`src/verilog/dbam_pkg.sv`:
```
// Shared constants and types for the DRAM byte address mapping controller
package dbam_pkg;

   // ***************************************
   // Register map
   // ***************************************
   localparam logic [3:0] REG_CTRL = 4'h0;
   localparam logic [3:0] REG_STAT = 4'h4;
   localparam logic [3:0] REG_CFG  = 4'h8;

   localparam int CTRL_RST_BIT       = 0;
   localparam int CTRL_CKE_BIT       = 1;
   localparam int CTRL_PRIO_EN_BIT   = 2;
   localparam int CTRL_PRIO_PORT_LSB = 4;
   localparam int CTRL_PRIO_PORT_W   = 3;
   localparam logic [31:0] CTRL_RESET = 32'h0000_0000;

   localparam int STAT_BUSY_BIT  = 0;
   localparam int STAT_SUSP_BIT  = 1;
   localparam int STAT_EMPTY_LSB = 8;
   localparam int STAT_OPEN_LSB  = 16;

   localparam int CFG_WIDTH_LSB = 0;
   localparam int CFG_TYPE_LSB  = 2;
   localparam int CFG_BH_BIT    = 4;
   localparam int CFG_COL_LSB   = 8;
   localparam int CFG_ROW_LSB   = 16;
   localparam int CFG_BANK_LSB  = 24;

   // ***************************************
   // Address field limits
   // ***************************************
   localparam int UADDR_W   = 30;
   localparam int COL_W_MAX = 12;
   localparam int ROW_W_MAX = 16;
   localparam int BANK_W_MAX = 3;
   localparam int LEN_W     = 6;

   // ***************************************
   // Types
   // ***************************************
   typedef enum logic [1:0] {DBAM_X4, DBAM_X8, DBAM_X16} dbam_width_e;
   typedef enum logic [1:0] {DBAM_DDR, DBAM_DDR2, DBAM_DDR3, DBAM_LPDDR} dbam_mem_e;
   typedef enum logic [2:0] {DBAM_NOP, DBAM_ACT, DBAM_PRE, DBAM_RD, DBAM_WR} dbam_dop_e;

   typedef struct packed {
      logic               write;
      logic [UADDR_W-1:0] addr;
      logic [LEN_W-1:0]   len;
   } dbam_ucmd_s;

   typedef struct packed {
      logic [ROW_W_MAX-1:0]  row;
      logic [BANK_W_MAX-1:0] bank;
      logic [COL_W_MAX-1:0]  col;
   } dbam_maddr_s;

   typedef struct packed {
      dbam_dop_e             op;
      logic [ROW_W_MAX-1:0]  row;
      logic [BANK_W_MAX-1:0] bank;
      logic [COL_W_MAX-1:0]  col;
   } dbam_dcmd_s;

endpackage

```
`src/verilog/dbam_ctrl.sv`:
```
// DRAM controller address translation, row management and port ordering
//
// Contract
// RL1 - Clock-enable pin keeps its last level while the device is suspended.
// RL2 - DDR3 reset pin keeps its last level during suspend.
// RL3 - Each port gives a flat byte address; row, bank, column derived inside.
// RL4 - Row and bank crossings inside a transfer are handled without port help.
// RL5 - Bit mapping follows build parameters for standard, width and density.
// RL6 - Four-bit parts: column bit 0 is zero, address bit 0 goes to column 1.
// RL7 - Eight-bit parts: byte address maps straight, bit 0 to column 0.
// RL8 - Sixteen-bit parts: address bit 1 goes to column bit 0.
// RL9 - Bank-interleaved or bank-high mapping, one chosen at build time.
// RL10 - Bank-high swaps bank and row fields; column layout unchanged.
// RL11 - Interleaved: end of row continues in same row of next bank.
// RL12 - Bank-high: crossing a row closes it and opens the next in that bank.
// RL13 - Within one port, commands run and complete in acceptance order.
// RL14 - Across ports, completion order need not follow request order.
// RL15 - Arbitration can favour one port; this does not force strict order.
// RL16 - Accepted writes may wait any time; other ports may see old data.
// RL17 - Port queue empty rises when its write starts; started writes finish.
// RL18 - User logic may confirm a write with a following dummy read.
// RL19 - User logic may raise the write port priority when no gaps occur.
// RL20 - Address bits above memory capacity do not affect row, bank, column.
//
// Decided for this implementation: the address-and-strobe port and the address map.
`timescale 1ns/1ps
`default_nettype none
module dbam_ctrl #(
   parameter dbam_pkg::dbam_mem_e   MEM_TYPE    = dbam_pkg::DBAM_DDR3,
   parameter dbam_pkg::dbam_width_e WIDTH       = dbam_pkg::DBAM_X16,
   parameter int                    COL_BITS    = 10,
   parameter int                    ROW_BITS    = 13,
   parameter int                    BANK_BITS   = 3,
   parameter int                    BANK_HIGH   = 0,
   parameter int                    NUM_PORTS   = 2,
   parameter int                    QUEUE_DEPTH = 4,
   parameter int                    STEP_BYTES  = 8
) (
   // Clock, reset, enable
   input  wire logic                  sys_clk,
   input  wire logic                  reset_n,
   input  wire logic                  clk_en,
   // Register port
   input  wire logic [3:0]            reg_addr,
   input  wire logic [31:0]           reg_wdata,
   input  wire logic                  reg_wr,
   input  wire logic                  reg_rd,
   output logic [31:0]                reg_rdata,
   // User command ports
   input  wire logic [NUM_PORTS-1:0]  up_valid,
   input  wire dbam_pkg::dbam_ucmd_s  up_cmd [NUM_PORTS],
   output logic [NUM_PORTS-1:0]       up_ready,
   output logic [NUM_PORTS-1:0]       up_empty,
   output logic [NUM_PORTS-1:0]       up_done,
   // Suspend pin
   input  wire logic                  suspend_pin,
   // Memory side
   output dbam_pkg::dbam_dcmd_s       dram_cmd,
   output logic                       dram_cke,
   output logic                       dram_reset_n
);
   // ***************************************
   // Local constants
   // ***************************************
   localparam int PW    = (NUM_PORTS > 1) ? $clog2(NUM_PORTS) : 1;
   localparam int NBANK = 1 << BANK_BITS;
   localparam logic [dbam_pkg::UADDR_W-1:0] STEP = dbam_pkg::UADDR_W'(STEP_BYTES);
   localparam logic [dbam_pkg::COL_W_MAX-1:0] COL_MASK =
      dbam_pkg::COL_W_MAX'((32'd1 << COL_BITS) - 32'd1);

   typedef enum logic [0:0] {ST_IDLE, ST_RUN} dbam_state_e;

   // ***************************************
   // Signals
   // ***************************************
   logic [31:0]                  ctrl_q;
   logic [31:0]                  rdata_d;
   logic                         susp_m_q;
   logic                         susp_s_q;
   dbam_state_e                  state_q;
   logic [PW-1:0]                cur_port_q;
   logic [PW-1:0]                rr_q;
   logic [PW-1:0]                sel;
   logic [dbam_pkg::UADDR_W-1:0] cur_addr_q;
   logic [dbam_pkg::LEN_W-1:0]   cur_left_q;
   logic                         cur_wr_q;
   logic [ROW_BITS-1:0]          open_row_q [NBANK];
   logic [NBANK-1:0]             open_vld_q;
   logic [NUM_PORTS-1:0]         pop;
   logic                         start;
   logic                         prio_en;
   logic [PW-1:0]                prio_port;
   dbam_pkg::dbam_ucmd_s         q_dout [NUM_PORTS];
   dbam_pkg::dbam_maddr_s        maddr;
   logic [BANK_BITS-1:0]         bsel;
   logic                         row_open;
   logic                         row_hit;
   logic                         do_col;
   logic                         do_pre;
   logic                         do_act;
   logic                         last_col;

   // ***************************************
   // Functions
   // ***************************************
   // First requesting port at or after the given start, wrapping round
   function automatic logic [PW-1:0] pick(input logic [NUM_PORTS-1:0] req,
                                          input logic [PW-1:0]        from);
      logic [PW-1:0] idx;
      logic          found;
      idx   = from;
      found = 1'b0;
      for (int i = 0; i < NUM_PORTS; i++) begin
         if (!found && req[(32'(from) + i) % NUM_PORTS]) begin
            idx   = PW'((32'(from) + i) % NUM_PORTS);
            found = 1'b1;
         end
      end
      return idx;
   endfunction

   function automatic logic [PW-1:0] after(input logic [PW-1:0] p);
      return (32'(p) == NUM_PORTS - 1) ? '0 : p + 1'b1;
   endfunction

   // ***************************************
   // Suspend pin synchroniser
   // ***************************************
   always_ff @(posedge sys_clk) begin
      if (!reset_n) begin
         susp_m_q <= 1'b0;
         susp_s_q <= 1'b0;
      end else if (clk_en) begin
         susp_m_q <= suspend_pin;
         susp_s_q <= susp_m_q;
      end
   end

   // ***************************************
   // Registers
   // ***************************************
   assign prio_en   = ctrl_q[dbam_pkg::CTRL_PRIO_EN_BIT];
   assign prio_port = PW'(ctrl_q[dbam_pkg::CTRL_PRIO_PORT_LSB +: dbam_pkg::CTRL_PRIO_PORT_W]);

   always_ff @(posedge sys_clk) begin
      if (!reset_n) begin
         ctrl_q <= dbam_pkg::CTRL_RESET;
      end else if (clk_en && reg_wr && reg_addr == dbam_pkg::REG_CTRL) begin
         ctrl_q <= reg_wdata;
      end
   end

   always_comb begin
      rdata_d = '0;
      unique case (reg_addr)
         dbam_pkg::REG_CTRL: rdata_d = ctrl_q;
         dbam_pkg::REG_STAT: begin
            rdata_d[dbam_pkg::STAT_BUSY_BIT] = state_q == ST_RUN;
            rdata_d[dbam_pkg::STAT_SUSP_BIT] = susp_s_q;
            for (int i = 0; i < NUM_PORTS && i < 8; i++) begin
               rdata_d[dbam_pkg::STAT_EMPTY_LSB + i] = up_empty[i];
            end
            for (int i = 0; i < NBANK && i < 16; i++) begin
               rdata_d[dbam_pkg::STAT_OPEN_LSB + i] = open_vld_q[i];
            end
         end
         dbam_pkg::REG_CFG: begin
            rdata_d[dbam_pkg::CFG_WIDTH_LSB +: 2] = WIDTH;
            rdata_d[dbam_pkg::CFG_TYPE_LSB +: 2]  = MEM_TYPE;
            rdata_d[dbam_pkg::CFG_BH_BIT]         = BANK_HIGH != 0; // RL9
            rdata_d[dbam_pkg::CFG_COL_LSB +: 8]   = 8'(COL_BITS);
            rdata_d[dbam_pkg::CFG_ROW_LSB +: 8]   = 8'(ROW_BITS);
            rdata_d[dbam_pkg::CFG_BANK_LSB +: 8]  = 8'(BANK_BITS);
         end
         default: rdata_d = '0;
      endcase
   end

   // Read data stands only in the cycle after the strobe
   always_ff @(posedge sys_clk) begin
      if (!reset_n) begin
         reg_rdata <= '0;
      end else if (clk_en) begin
         reg_rdata <= reg_rd ? rdata_d : 32'h0000_0000;
      end
   end

   // ***************************************
   // Pin holding across suspend
   // ***************************************
   // The pin registers simply stop updating, so both pins keep the level they had when suspend arrived
   always_ff @(posedge sys_clk) begin
      if (!reset_n) begin
         dram_cke     <= 1'b0;
         dram_reset_n <= 1'b0;
      end else if (clk_en && !susp_s_q) begin
         dram_cke     <= ctrl_q[dbam_pkg::CTRL_CKE_BIT]; // RL1
         dram_reset_n <= (MEM_TYPE == dbam_pkg::DBAM_DDR3) ?
                         ctrl_q[dbam_pkg::CTRL_RST_BIT] : 1'b1; // RL2
      end
   end

   // ***************************************
   // Port queues
   // ***************************************
   for (genvar g = 0; g < NUM_PORTS; g++) begin : g_port
      dbam_cmd_queue #(
         .DEPTH   (QUEUE_DEPTH)
      ) u_queue (
         .sys_clk (sys_clk),
         .reset_n (reset_n),
         .clk_en  (clk_en),
         .push    (up_valid[g]),
         .din     (up_cmd[g]),
         .ready_q (up_ready[g]),
         .pop     (pop[g]),
         .dout    (q_dout[g]),
         .empty_q (up_empty[g])
      );
   end

   // ***************************************
   // Arbitration
   // ***************************************
   // Favoured port wins when it asks; otherwise round robin, so ports interleave
   always_comb begin
      sel   = pick(~up_empty, after(rr_q)); // RL14
      if (prio_en && !up_empty[prio_port]) sel = prio_port; // RL15
      start = state_q == ST_IDLE && !susp_s_q && |(~up_empty);
      pop   = '0;
      if (start) pop[sel] = 1'b1; // RL17
   end

   // ***************************************
   // Address translation
   // ***************************************
   dbam_addr_map #(
      .WIDTH     (WIDTH),
      .COL_BITS  (COL_BITS),
      .ROW_BITS  (ROW_BITS),
      .BANK_BITS (BANK_BITS),
      .BANK_HIGH (BANK_HIGH)
   ) u_map (
      .byte_addr (cur_addr_q),
      .maddr     (maddr)
   ); // RL3 RL5

   always_comb begin
      bsel     = maddr.bank[BANK_BITS-1:0];
      row_open = open_vld_q[bsel];
      row_hit  = row_open && open_row_q[bsel] == maddr.row[ROW_BITS-1:0];
      do_col   = state_q == ST_RUN && row_hit;
      do_pre   = state_q == ST_RUN && row_open && !row_hit; // RL12
      do_act   = state_q == ST_RUN && !row_open; // RL11
      last_col = do_col && cur_left_q == '0;
   end

   // ***************************************
   // Transfer engine
   // ***************************************
   // Once started a transfer always runs out, even if suspend arrives
   always_ff @(posedge sys_clk) begin
      if (!reset_n) begin
         state_q    <= ST_IDLE;
         cur_port_q <= '0;
         rr_q       <= PW'(NUM_PORTS - 1);
         cur_addr_q <= '0;
         cur_left_q <= '0;
         cur_wr_q   <= 1'b0;
      end else if (clk_en) begin
         unique case (state_q)
            ST_IDLE: begin
               if (start) begin
                  state_q    <= ST_RUN;
                  cur_port_q <= sel;
                  rr_q       <= sel;
                  cur_addr_q <= q_dout[sel].addr;
                  cur_left_q <= q_dout[sel].len;
                  cur_wr_q   <= q_dout[sel].write;
               end
            end
            ST_RUN: begin
               if (do_col) begin
                  cur_addr_q <= cur_addr_q + STEP; // RL4
                  cur_left_q <= cur_left_q - 1'b1;
                  if (last_col) state_q <= ST_IDLE; // RL13
               end
            end
         endcase
      end
   end

   // ***************************************
   // Open row tracking
   // ***************************************
   always_ff @(posedge sys_clk) begin
      if (!reset_n) begin
         open_vld_q <= '0;
      end else if (clk_en) begin
         if (do_pre) open_vld_q[bsel] <= 1'b0;
         if (do_act) open_vld_q[bsel] <= 1'b1;
      end
   end

   always_ff @(posedge sys_clk) begin
      if (clk_en && do_act) open_row_q[bsel] <= maddr.row[ROW_BITS-1:0];
   end

   // ***************************************
   // Memory command and completion
   // ***************************************
   always_ff @(posedge sys_clk) begin
      if (!reset_n) begin
         dram_cmd <= '{op: dbam_pkg::DBAM_NOP, default: '0};
         up_done  <= '0;
      end else if (clk_en) begin
         dram_cmd.row  <= maddr.row;
         dram_cmd.bank <= maddr.bank;
         dram_cmd.col  <= maddr.col;
         if (do_col) dram_cmd.op <= cur_wr_q ? dbam_pkg::DBAM_WR : dbam_pkg::DBAM_RD;
         else if (do_pre) dram_cmd.op <= dbam_pkg::DBAM_PRE;
         else if (do_act) dram_cmd.op <= dbam_pkg::DBAM_ACT;
         else dram_cmd.op <= dbam_pkg::DBAM_NOP;
         up_done <= '0;
         // A read done here proves every earlier write of that port is out
         if (last_col) up_done[cur_port_q] <= 1'b1; // RL13
      end
   end

   function automatic logic [dbam_pkg::COL_W_MAX-1:0] exp_col(input logic [dbam_pkg::UADDR_W-1:0] a);
      logic [dbam_pkg::UADDR_W-1:0] s;
      s = (WIDTH == dbam_pkg::DBAM_X4) ? (a << 1) : ((WIDTH == dbam_pkg::DBAM_X16) ? (a >> 1) : a);
      return s[dbam_pkg::COL_W_MAX-1:0] & COL_MASK;
   endfunction
endmodule
`default_nettype wire

```
`src/verilog/dbam_addr_map.sv`:
```
// Byte address to row, bank and column translation
`timescale 1ns/1ps
`default_nettype none
module dbam_addr_map #(
   parameter dbam_pkg::dbam_width_e WIDTH     = dbam_pkg::DBAM_X16,
   parameter int                    COL_BITS  = 10,
   parameter int                    ROW_BITS  = 13,
   parameter int                    BANK_BITS = 3,
   parameter int                    BANK_HIGH = 0
) (
   // User side
   input  wire logic [dbam_pkg::UADDR_W-1:0] byte_addr,
   // Memory side
   output dbam_pkg::dbam_maddr_s             maddr
);
   // ***************************************
   // Field layout
   // ***************************************
   localparam int SHIFT = (WIDTH == dbam_pkg::DBAM_X16) ? 1 : 0;
   localparam int UCB   = (WIDTH == dbam_pkg::DBAM_X4) ? COL_BITS - 1 : COL_BITS;
   localparam int BANK_BASE = (BANK_HIGH != 0) ? UCB + ROW_BITS : UCB;
   localparam int ROW_BASE  = (BANK_HIGH != 0) ? UCB : UCB + BANK_BITS;

   logic [dbam_pkg::UADDR_W-1:0] word;

   always_comb begin
      word  = byte_addr >> SHIFT; // RL8
      maddr = '0;
      for (int i = 0; i < dbam_pkg::COL_W_MAX; i++) begin
         if (i < COL_BITS) begin
            if (WIDTH == dbam_pkg::DBAM_X4) begin
               if (i > 0) maddr.col[i] = word[i-1]; // RL6
            end else begin
               maddr.col[i] = word[i]; // RL7
            end
         end
      end
      // Bits above the top field are never looked at
      for (int i = 0; i < dbam_pkg::BANK_W_MAX; i++) begin
         if (i < BANK_BITS) maddr.bank[i] = word[BANK_BASE+i]; // RL10
      end
      for (int i = 0; i < dbam_pkg::ROW_W_MAX; i++) begin
         if (i < ROW_BITS) maddr.row[i] = word[ROW_BASE+i]; // RL20
      end
   end
endmodule
`default_nettype wire

```
`src/verilog/dbam_cmd_queue.sv`:
```
// Per-port in-order command queue
`timescale 1ns/1ps
`default_nettype none
module dbam_cmd_queue #(
   parameter int DEPTH = 4
) (
   // Clock and reset
   input  wire logic                 sys_clk,
   input  wire logic                 reset_n,
   input  wire logic                 clk_en,
   // Fill side
   input  wire logic                 push,
   input  wire dbam_pkg::dbam_ucmd_s din,
   output logic                      ready_q,
   // Drain side
   input  wire logic                 pop,
   output dbam_pkg::dbam_ucmd_s      dout,
   output logic                      empty_q
);
   localparam int AW = (DEPTH > 1) ? $clog2(DEPTH) : 1;
   localparam logic [AW:0] FULL = (AW+1)'(DEPTH);

   dbam_pkg::dbam_ucmd_s mem_q [DEPTH];
   logic [AW-1:0]        wr_q;
   logic [AW-1:0]        rd_q;
   logic [AW:0]          cnt_q;
   logic [AW:0]          cnt_d;
   logic                 do_push;

   function automatic logic [AW-1:0] nxt(input logic [AW-1:0] p);
      return (p == AW'(DEPTH - 1)) ? '0 : p + 1'b1;
   endfunction

   assign do_push = push && ready_q;
   assign dout    = mem_q[rd_q];
   assign cnt_d   = cnt_q + (AW+1)'(do_push) - (AW+1)'(pop && !empty_q);

   always_ff @(posedge sys_clk) begin
      if (!reset_n) begin
         wr_q    <= '0;
         rd_q    <= '0;
         cnt_q   <= '0;
         ready_q <= 1'b1;
         empty_q <= 1'b1;
      end else if (clk_en) begin
         if (do_push) wr_q <= nxt(wr_q); // RL16
         if (pop && !empty_q) rd_q <= nxt(rd_q); // RL13
         cnt_q   <= cnt_d;
         ready_q <= cnt_d != FULL;
         empty_q <= cnt_d == '0; // RL17
      end
   end

   always_ff @(posedge sys_clk) begin
      if (clk_en && do_push) mem_q[wr_q] <= din;
   end
endmodule
`default_nettype wire

```
`config.mk`:
```
export PLATFORM = sky130hd
export DESIGN_NAME = dbam_ctrl
export DESIGN_NICKNAME = d
export VERILOG_FILES = /design/src/verilog/dbam_pkg.sv /design/src/verilog/dbam_ctrl.sv /design/src/verilog/dbam_addr_map.sv /design/src/verilog/dbam_cmd_queue.sv
export SDC_FILE = /design/constraint.sdc
export NUM_CORES = 1
export LEC_CHECK = 0
export ABC_AREA = 1
export BUFFER_PORTS_ARGS = -buffer_cell sky130_fd_sc_hd__buf_4
export CELL_PAD_IN_SITES_DETAIL_PLACEMENT = 1
export CELL_PAD_IN_SITES_GLOBAL_PLACEMENT = 1
export CORE_UTILIZATION = 40
export DETAILED_ROUTE_END_ITERATION = 8
export GPL_ROUTABILITY_DRIVEN = 0
export PLACE_DENSITY_LB_ADDON = 0.1
export SETUP_SLACK_MARGIN = 0.2
export SYNTH_ARGS = -nofsm -noshare
export SYNTH_HDL_FRONTEND = slang
export SYNTH_SLANG_ARGS = --single-unit
```
`constraint.sdc`:
```
create_clock -name sys_clk -period 3.1 [get_ports sys_clk]
set_input_delay 0.31 -clock sys_clk [delete_from_list [all_inputs] [get_ports sys_clk]]
set_output_delay 0.31 -clock sys_clk [all_outputs]
set_load 0.01 [all_outputs]
```
* Word-level counts from Yosys, hierarchy flattened
Memory sizes are Yosys's and may differ from the RTL's. A register that Yosys moved wholly into a read port is not among the register bits.
Cells that the tools add are included.
** Operators by class
- Order comparisons :: 10
- $add $sub $neg :: 12
- Mux-type cells :: 65
- Bitwise operators :: 6
- Reduce and logical (&&, ||, !) cells :: 41
- Equality and inequality tests :: 11
** Operators by type and width (number)
- $mux 37 :: 3
- $mux 30 :: 2
- $pmux 30 s2 :: 1
- $mux 32 :: 1
- $mux 8 :: 4
- $add 30x4->30 const B :: 1
- $mux 1 :: 24
- $pmux 6 s2 :: 2
- $pmux 8 s3 :: 1
- $logic_and 1x1->1 :: 23
- $mux 2 :: 11
- $pmux 8 s2 :: 1
- $mux 3 :: 5
- $eq 13x13->1 :: 1
- $mux 6 :: 2
- $pmux 2 s3 :: 2
- $lt 1x2->1 const B :: 5
- $add 2x1->2 const B :: 4
- $and 8x8->8 :: 1
- $eq 2x2->1 const B :: 4
- $not 8->8 :: 1
- $or 8x8->8 :: 1
- $reduce_and 2->1 :: 4
- $logic_not 1->1 :: 7
- other kinds (26) :: 34
** Word-level totals
- Input port bits :: 118
- Memory bits (writable) :: 400
- Memories :: 3
- Logic and storage cells :: 176
- Output and inout bits :: 74
- Register bits after elaboration :: 165
** Memory list
- g_port[0].u_queue.mem_q :: words 4, bits a word 37, rd ports 1, clocked after Yosys merged registers in 1, wr ports 1, line dbam_cmd_queue.sv:23 : dbam_pkg::dbam_ucmd_s mem_q [DEPTH];
- g_port[1].u_queue.mem_q :: words 4, bits a word 37, rd ports 1, clocked after Yosys merged registers in 1, wr ports 1, line dbam_cmd_queue.sv:23
- open_row_q :: words 8, bits a word 13, rd ports 1, clocked after Yosys merged registers in 1, wr ports 1, line dbam_ctrl.sv:87 : logic [ROW_BITS-1:0] open_row_q [NBANK];

* Logic depth before layout (Yosys ltp)
- Depth after elaboration :: 18
- Gate-level depth with buffers :: 19
- Gate-level depth less buffers :: 17

* Hierarchy
From an unflattened synthesis, not the netlist that was laid out.
** Unflattened totals
- Cell total of the unflattened synthesis :: 2485
- Area, all modules :: 24394.6 um^2
** Modules (own cells, without submodules)
- dbam_ctrl :: area each 12001.5 um^2, instances 1, seq. area each 6165.9 um^2, cells each 1576
- dbam_cmd_queue (g_port[1].u_queue) :: area each 6084.6 um^2, instances 1, seq. area each 4664.5 um^2, cells each 440
- dbam_cmd_queue (g_port[0].u_queue) :: area each 6072.1 um^2, instances 1, seq. area each 4664.5 um^2, cells each 437
- dbam_addr_map :: area each 236.5 um^2, instances 1, seq. area each 0.0 um^2, cells each 32

* Worst setup path before layout
Ideal clock, no wire load.
- Path kind :: input-to-reg
- Start :: in clk_en
- End :: mem g_port[1].u_queue.mem_q[0][0] (netlist bit) (enable)
- Setup slack :: 0.167 ns
- Buffers on the path :: 2
- Stages on the path :: 4
- Library setup time :: 0.423 ns
- Data arrival time :: 2.510 ns
- Required time :: 2.677 ns
- Cell sequence :: clkbuf_1 buf_1 nand2_1 nor2_1
** Between the ends
- Longest elaborated chain between the ends :: 3
** RTL lines
- start, declared :: line dbam_ctrl.sv:42 : input wire logic clk_en,
- $logic_and 1x1->1 :: line dbam_cmd_queue.sv:55 : if (clk_en && do_push) mem_q[wr_q] <= din;
- $mux 1 :: line dbam_cmd_queue.sv:55
- $mux 1 (not written as such) :: line dbam_cmd_queue.sv:55
- end, declared :: line dbam_cmd_queue.sv:23
Every way passes these cells.

==> summary.md <==
| Metric | Value |
|---|---|
| IO buf count | `178` |
| Flop and latch count out of synthesis | `536` |
| Synth Flop Type | `edfxtp_1` |
| Worst-Margin Slew | `0.9156 ns` |
| FP Rows | `86` |
| Routed wire length | `66410 um` |
| Met1 Track Usage GR | `29.58%` |
| Wire per inst | `20.04 um` |
| Fmax | `0.3830 GHz` |
| Die Area | `0.05675 mm^2` |
| Top-level port count | `192` |
| First-pass GRT wire length | `100300 um` |
| All-Layer GR Usage | `23.23%` |
| YS warnings | `0` |
| Clock Path Buffers | `3` |
| H-tree Lvls | `2` |
| GRT Residual Overflow | `0` |
| Met2 Use GR | `40.82%` |
| RSZ-0062 raised after global routing | `false` |
| N_diodes | `0` |
| Die H | `238.2 um` |
| Mapped Area | `0.02232 mm^2` |
| Clk_skew | `0.02132 ns` |
| Final nets | `2658` |
| CTS buffer count | `59` |
| Multi-input logic area | `0.006500 mm^2` |
| Setup TNS | `0 ns` |
| Initial antenna violation count | `0` |
| Worst setup EP type | `flop` |
| Cell taking the most area after synthesis | `edfxtp_1` |
| Iter 0 DRT Violations | `1056` |
| Status | `completed` |
| Reg clk slew, reported paths | `0.06 ns` |
| Fin cells | `3314` |
| GR peak layer | `met2` |
| Hold path depth | `3` |
| Final routed DRC violation total | `0` |
| Post-DP HPWL | `42350 um` |
| Hold EP | `ctrl_q[20]$_SDFFE_PN0P_` |
| Peak supply drop | `0.6130 mV` |
| Synth top area share | `49.51%` |
| Min-Delay Path Class | `in2reg` |
| Grt met3 use | `2.985%` |
| Clock tree root driver cell | `clkbuf_16` |
| CP required | `3.61 ns` |
| Share of cells above drive strength 1 | `13.60%` |
| Post-synth EDFFs | `368` |
| CP Max Fanout | `20` |
| Initial core utilization | `40.51%` |
| Reg2reg setup slack | `0.49 ns` |
| Hold Startpoint | `reg_wdata[20]` |
| Syn-to-layout area delta | `22.58%` |
| Setup CP Type | `reg2reg` |
| CTS sink cnt | `536` |
| Pin count of the biggest net entering global routing | `103` |
| Core footprint | `0.05509 mm^2` |
| FF-to-FF End | `cur_addr_q[11]$_SDFFE_PN0P_` |
| Average size of a mapped cell | `9.889 um^2` |
| Final ANT Viol Nets | `0` |
| Vias in the first global route | `17.39k` |
| CTS tree | `done` |
| Post-placement cell count | `3110` |
| Total number of vias | `17.21k` |
| Worst skew pair latency | `0.63 ns` |
| Hold Vio Cnt, Final | `0` |
| Final core utilization | `49.66%` |
| Register area | `0.01442 mm^2` |
| Post-synthesis cell count | `2257` |
| Register area share after synthesis | `64.58%` |
| Leak Pwr | `10.50 nW` |
| DRT Pass-1 Iters | `5` |
| Register-to-Register Path Depth | `14` |
| Post-synth ARST share | `0%` |
| Worst Setup Start Kind | `flop` |
| Arrival time at the worst endpoint | `3.12 ns` |
| Post-synth cell types | `47` |
| Final Cycle Share | `84.23%` |
| Minimum clock period | `2.611 ns` |
| DR vias/cell | `5.194` |
| Largest cells by area after synthesis | `edfxtp_1 (50%), dfxtp_1 (15%), nand2_1 (6.2%)` |
| Max-slew headroom | `38.73%` |
| FILL cells | `6147` |
| Max-cap violations | `0` |
| Total power per unit cell area | `647.3 mW/mm^2` |
| Die width | `238.2 um` |
| Max-slew violations | `0` |
| Setup violators final | `0` |
-- critical path: stages (launching register included) --
cell	delay (ns)
dfxtp_1	0.40
inv_1	0.20
buf_4	0.23
nand3_1	0.10
nand2_1	0.06
o21ai_1	0.22
nor2_1	0.10
inv_1	0.08
nand3_1	0.12
nor2_4	0.16
nand4_4	0.29
nand2_4	0.32
nand2_1	0.08
nand2_1	0.09
nor2_1	0.05
-- per-stage QoR --
stage / setup WS, ns / power, mW / hold slack [ns] / instance area (um^2)
final: 0.4888 / 17.71 / 0.04748 / 27360
after global routing: 0.2160 / 18.41 / 0.06904 / 27360
after CTS: 0.3071 / 17.87 / 0.003354 / 27340
after detailed placement: 0.3228 / 10.92 / 0.4390 / 24500
after global placement: 0.3972 / 10.84 / 0.4299 / 24500
after floorplan: 0.1671 / 9.841 / 0.4089 / 22340
-- cells in the final DEF, fill, tap and decap left out, types with 5 or more instances in the layout --
master | synthesis | final
a21oi_1 | 150 | 150
a31oi_1 | 11 | 11
a32oi_1 | 7 | 7
buf_4 | 13 | 236
bufinv_16 | 0 | 5
clkbuf_1 | 94 | 13
clkbuf_16 | 0 | 59
clkinv_1 | 2 | 9
clkinv_2 | 0 | 12
conb_1 | 1 | 5
dfxtp_1 | 168 | 165
dlygate4sd3_1 | 0 | 98
edfxtp_1 | 368 | 368
ha_1 | 16 | 16
inv_1 | 221 | 220
nand2_1 | 370 | 370
nand3_1 | 127 | 126
nand4_1 | 11 | 11
nor2_1 | 284 | 276
nor2_2 | 1 | 5
nor2_4 | 1 | 5
nor3_1 | 9 | 9
o21ai_0 | 259 | 259
o221ai_1 | 17 | 17
o22ai_1 | 61 | 61
xor2_1 | 5 | 5
-- cells in the mapped netlist, types with 4 or more instances --
| cell | number |
|---|---|
| a21oi_1 | 150 |
| a31oi_1 | 11 |
| a32oi_1 | 7 |
| buf_1 | 6 |
| buf_2 | 18 |
| buf_4 | 13 |
| buf_6 | 5 |
| clkbuf_1 | 94 |
| dfxtp_1 | 168 |
| edfxtp_1 | 368 |
| ha_1 | 16 |
| inv_1 | 221 |
| nand2_1 | 370 |
| nand3_1 | 127 |
| nand4_1 | 11 |
| nor2_1 | 284 |
| nor3_1 | 9 |
| o211ai_1 | 4 |
| o21ai_0 | 259 |
| o221ai_1 | 17 |
| o22ai_1 | 61 |
| xor2_1 | 5 |
-- sequential cells by signal, indices dropped and copies added, names as in the netlist, 6 cells and up, named ones only --
| signal | count |
|---|---|
| open_row_q | 104 |
| ctrl_q | 32 |
| cur_addr_q | 26 |
| g_port.u_queue.mem_q | 264 |
| cur_left_q | 6 |
| open_vld_q | 8 |
| reg_rdata | 32 |
| dram_cmd | 29 |
| g_port.u_queue.cnt_q | 6 |
-- power breakdown --
part	internal, mW	switching, mW
Combinational	0.878	1.78
Sequential	7.98	0.224
Clock	3.98	2.86
-- how the worst max path moves through the flow --
stage | endpoint | slack [ns]
after detailed placement | flop | 0.32
after floorplan | g_port[1].u_queue.mem_q[0][0]$_DFFE_PP_ | 0.17
after CTS | flop | 0.31
final | cur_addr_q[11]$_SDFFE_PN0P_ | 0.49
after global placement | flop | 0.40
after global routing | flop | 0.22
-- per-layer routing --
layer | routed length (um) | up-vias | part of all wire [%]
met5 | 0 | - | 0
met4 | 1829 | 0 | 2.8
met3 | 2136 | 110 | 3.2
met2 | 33500 | 304 | 50
met1 | 28940 | 8577 | 44
li1 | - | 8222 | -
-- kinds of logic (layout without fill, tap and decap cells) --
group                      count (synthesis)  after routing  synth area share [%]
DFF                                      536            536                 64.58
buffers and inverters                    363            668                 6.609
adders and majority gates                 18             18                 1.076
and+or+nand+nor                          811            811                 14.75
AOI/OAI and AO/OA                        520            520                 12.65
muxes                                      1              1               0.04485
other                                      1              5               0.01680
xor gates and xnor gates                   7              7                0.2747
-- layout make-up --
type | count | share of cell area [%]
Sequential cell | 536 | 52.70
Tap cell | 748 | 3.421
Multi-Input combinational cell | 1362 | 23.76
Clock inverter | 29 | 1.015
Timing Repair Buffer | 337 | 10.22
Clock buffer | 76 | 5.776
Inverter | 226 | 3.119
-- what timing repair did --
item                       in CTS  in global routing
resized for setup               0                  4
buffers inserted                0                  1
hold endpoints to repair      296                  0
setup endpoints to repair       0                 29
hold buffers                   98                  0
No activity file was read; power rests on OpenSTA's default activity.
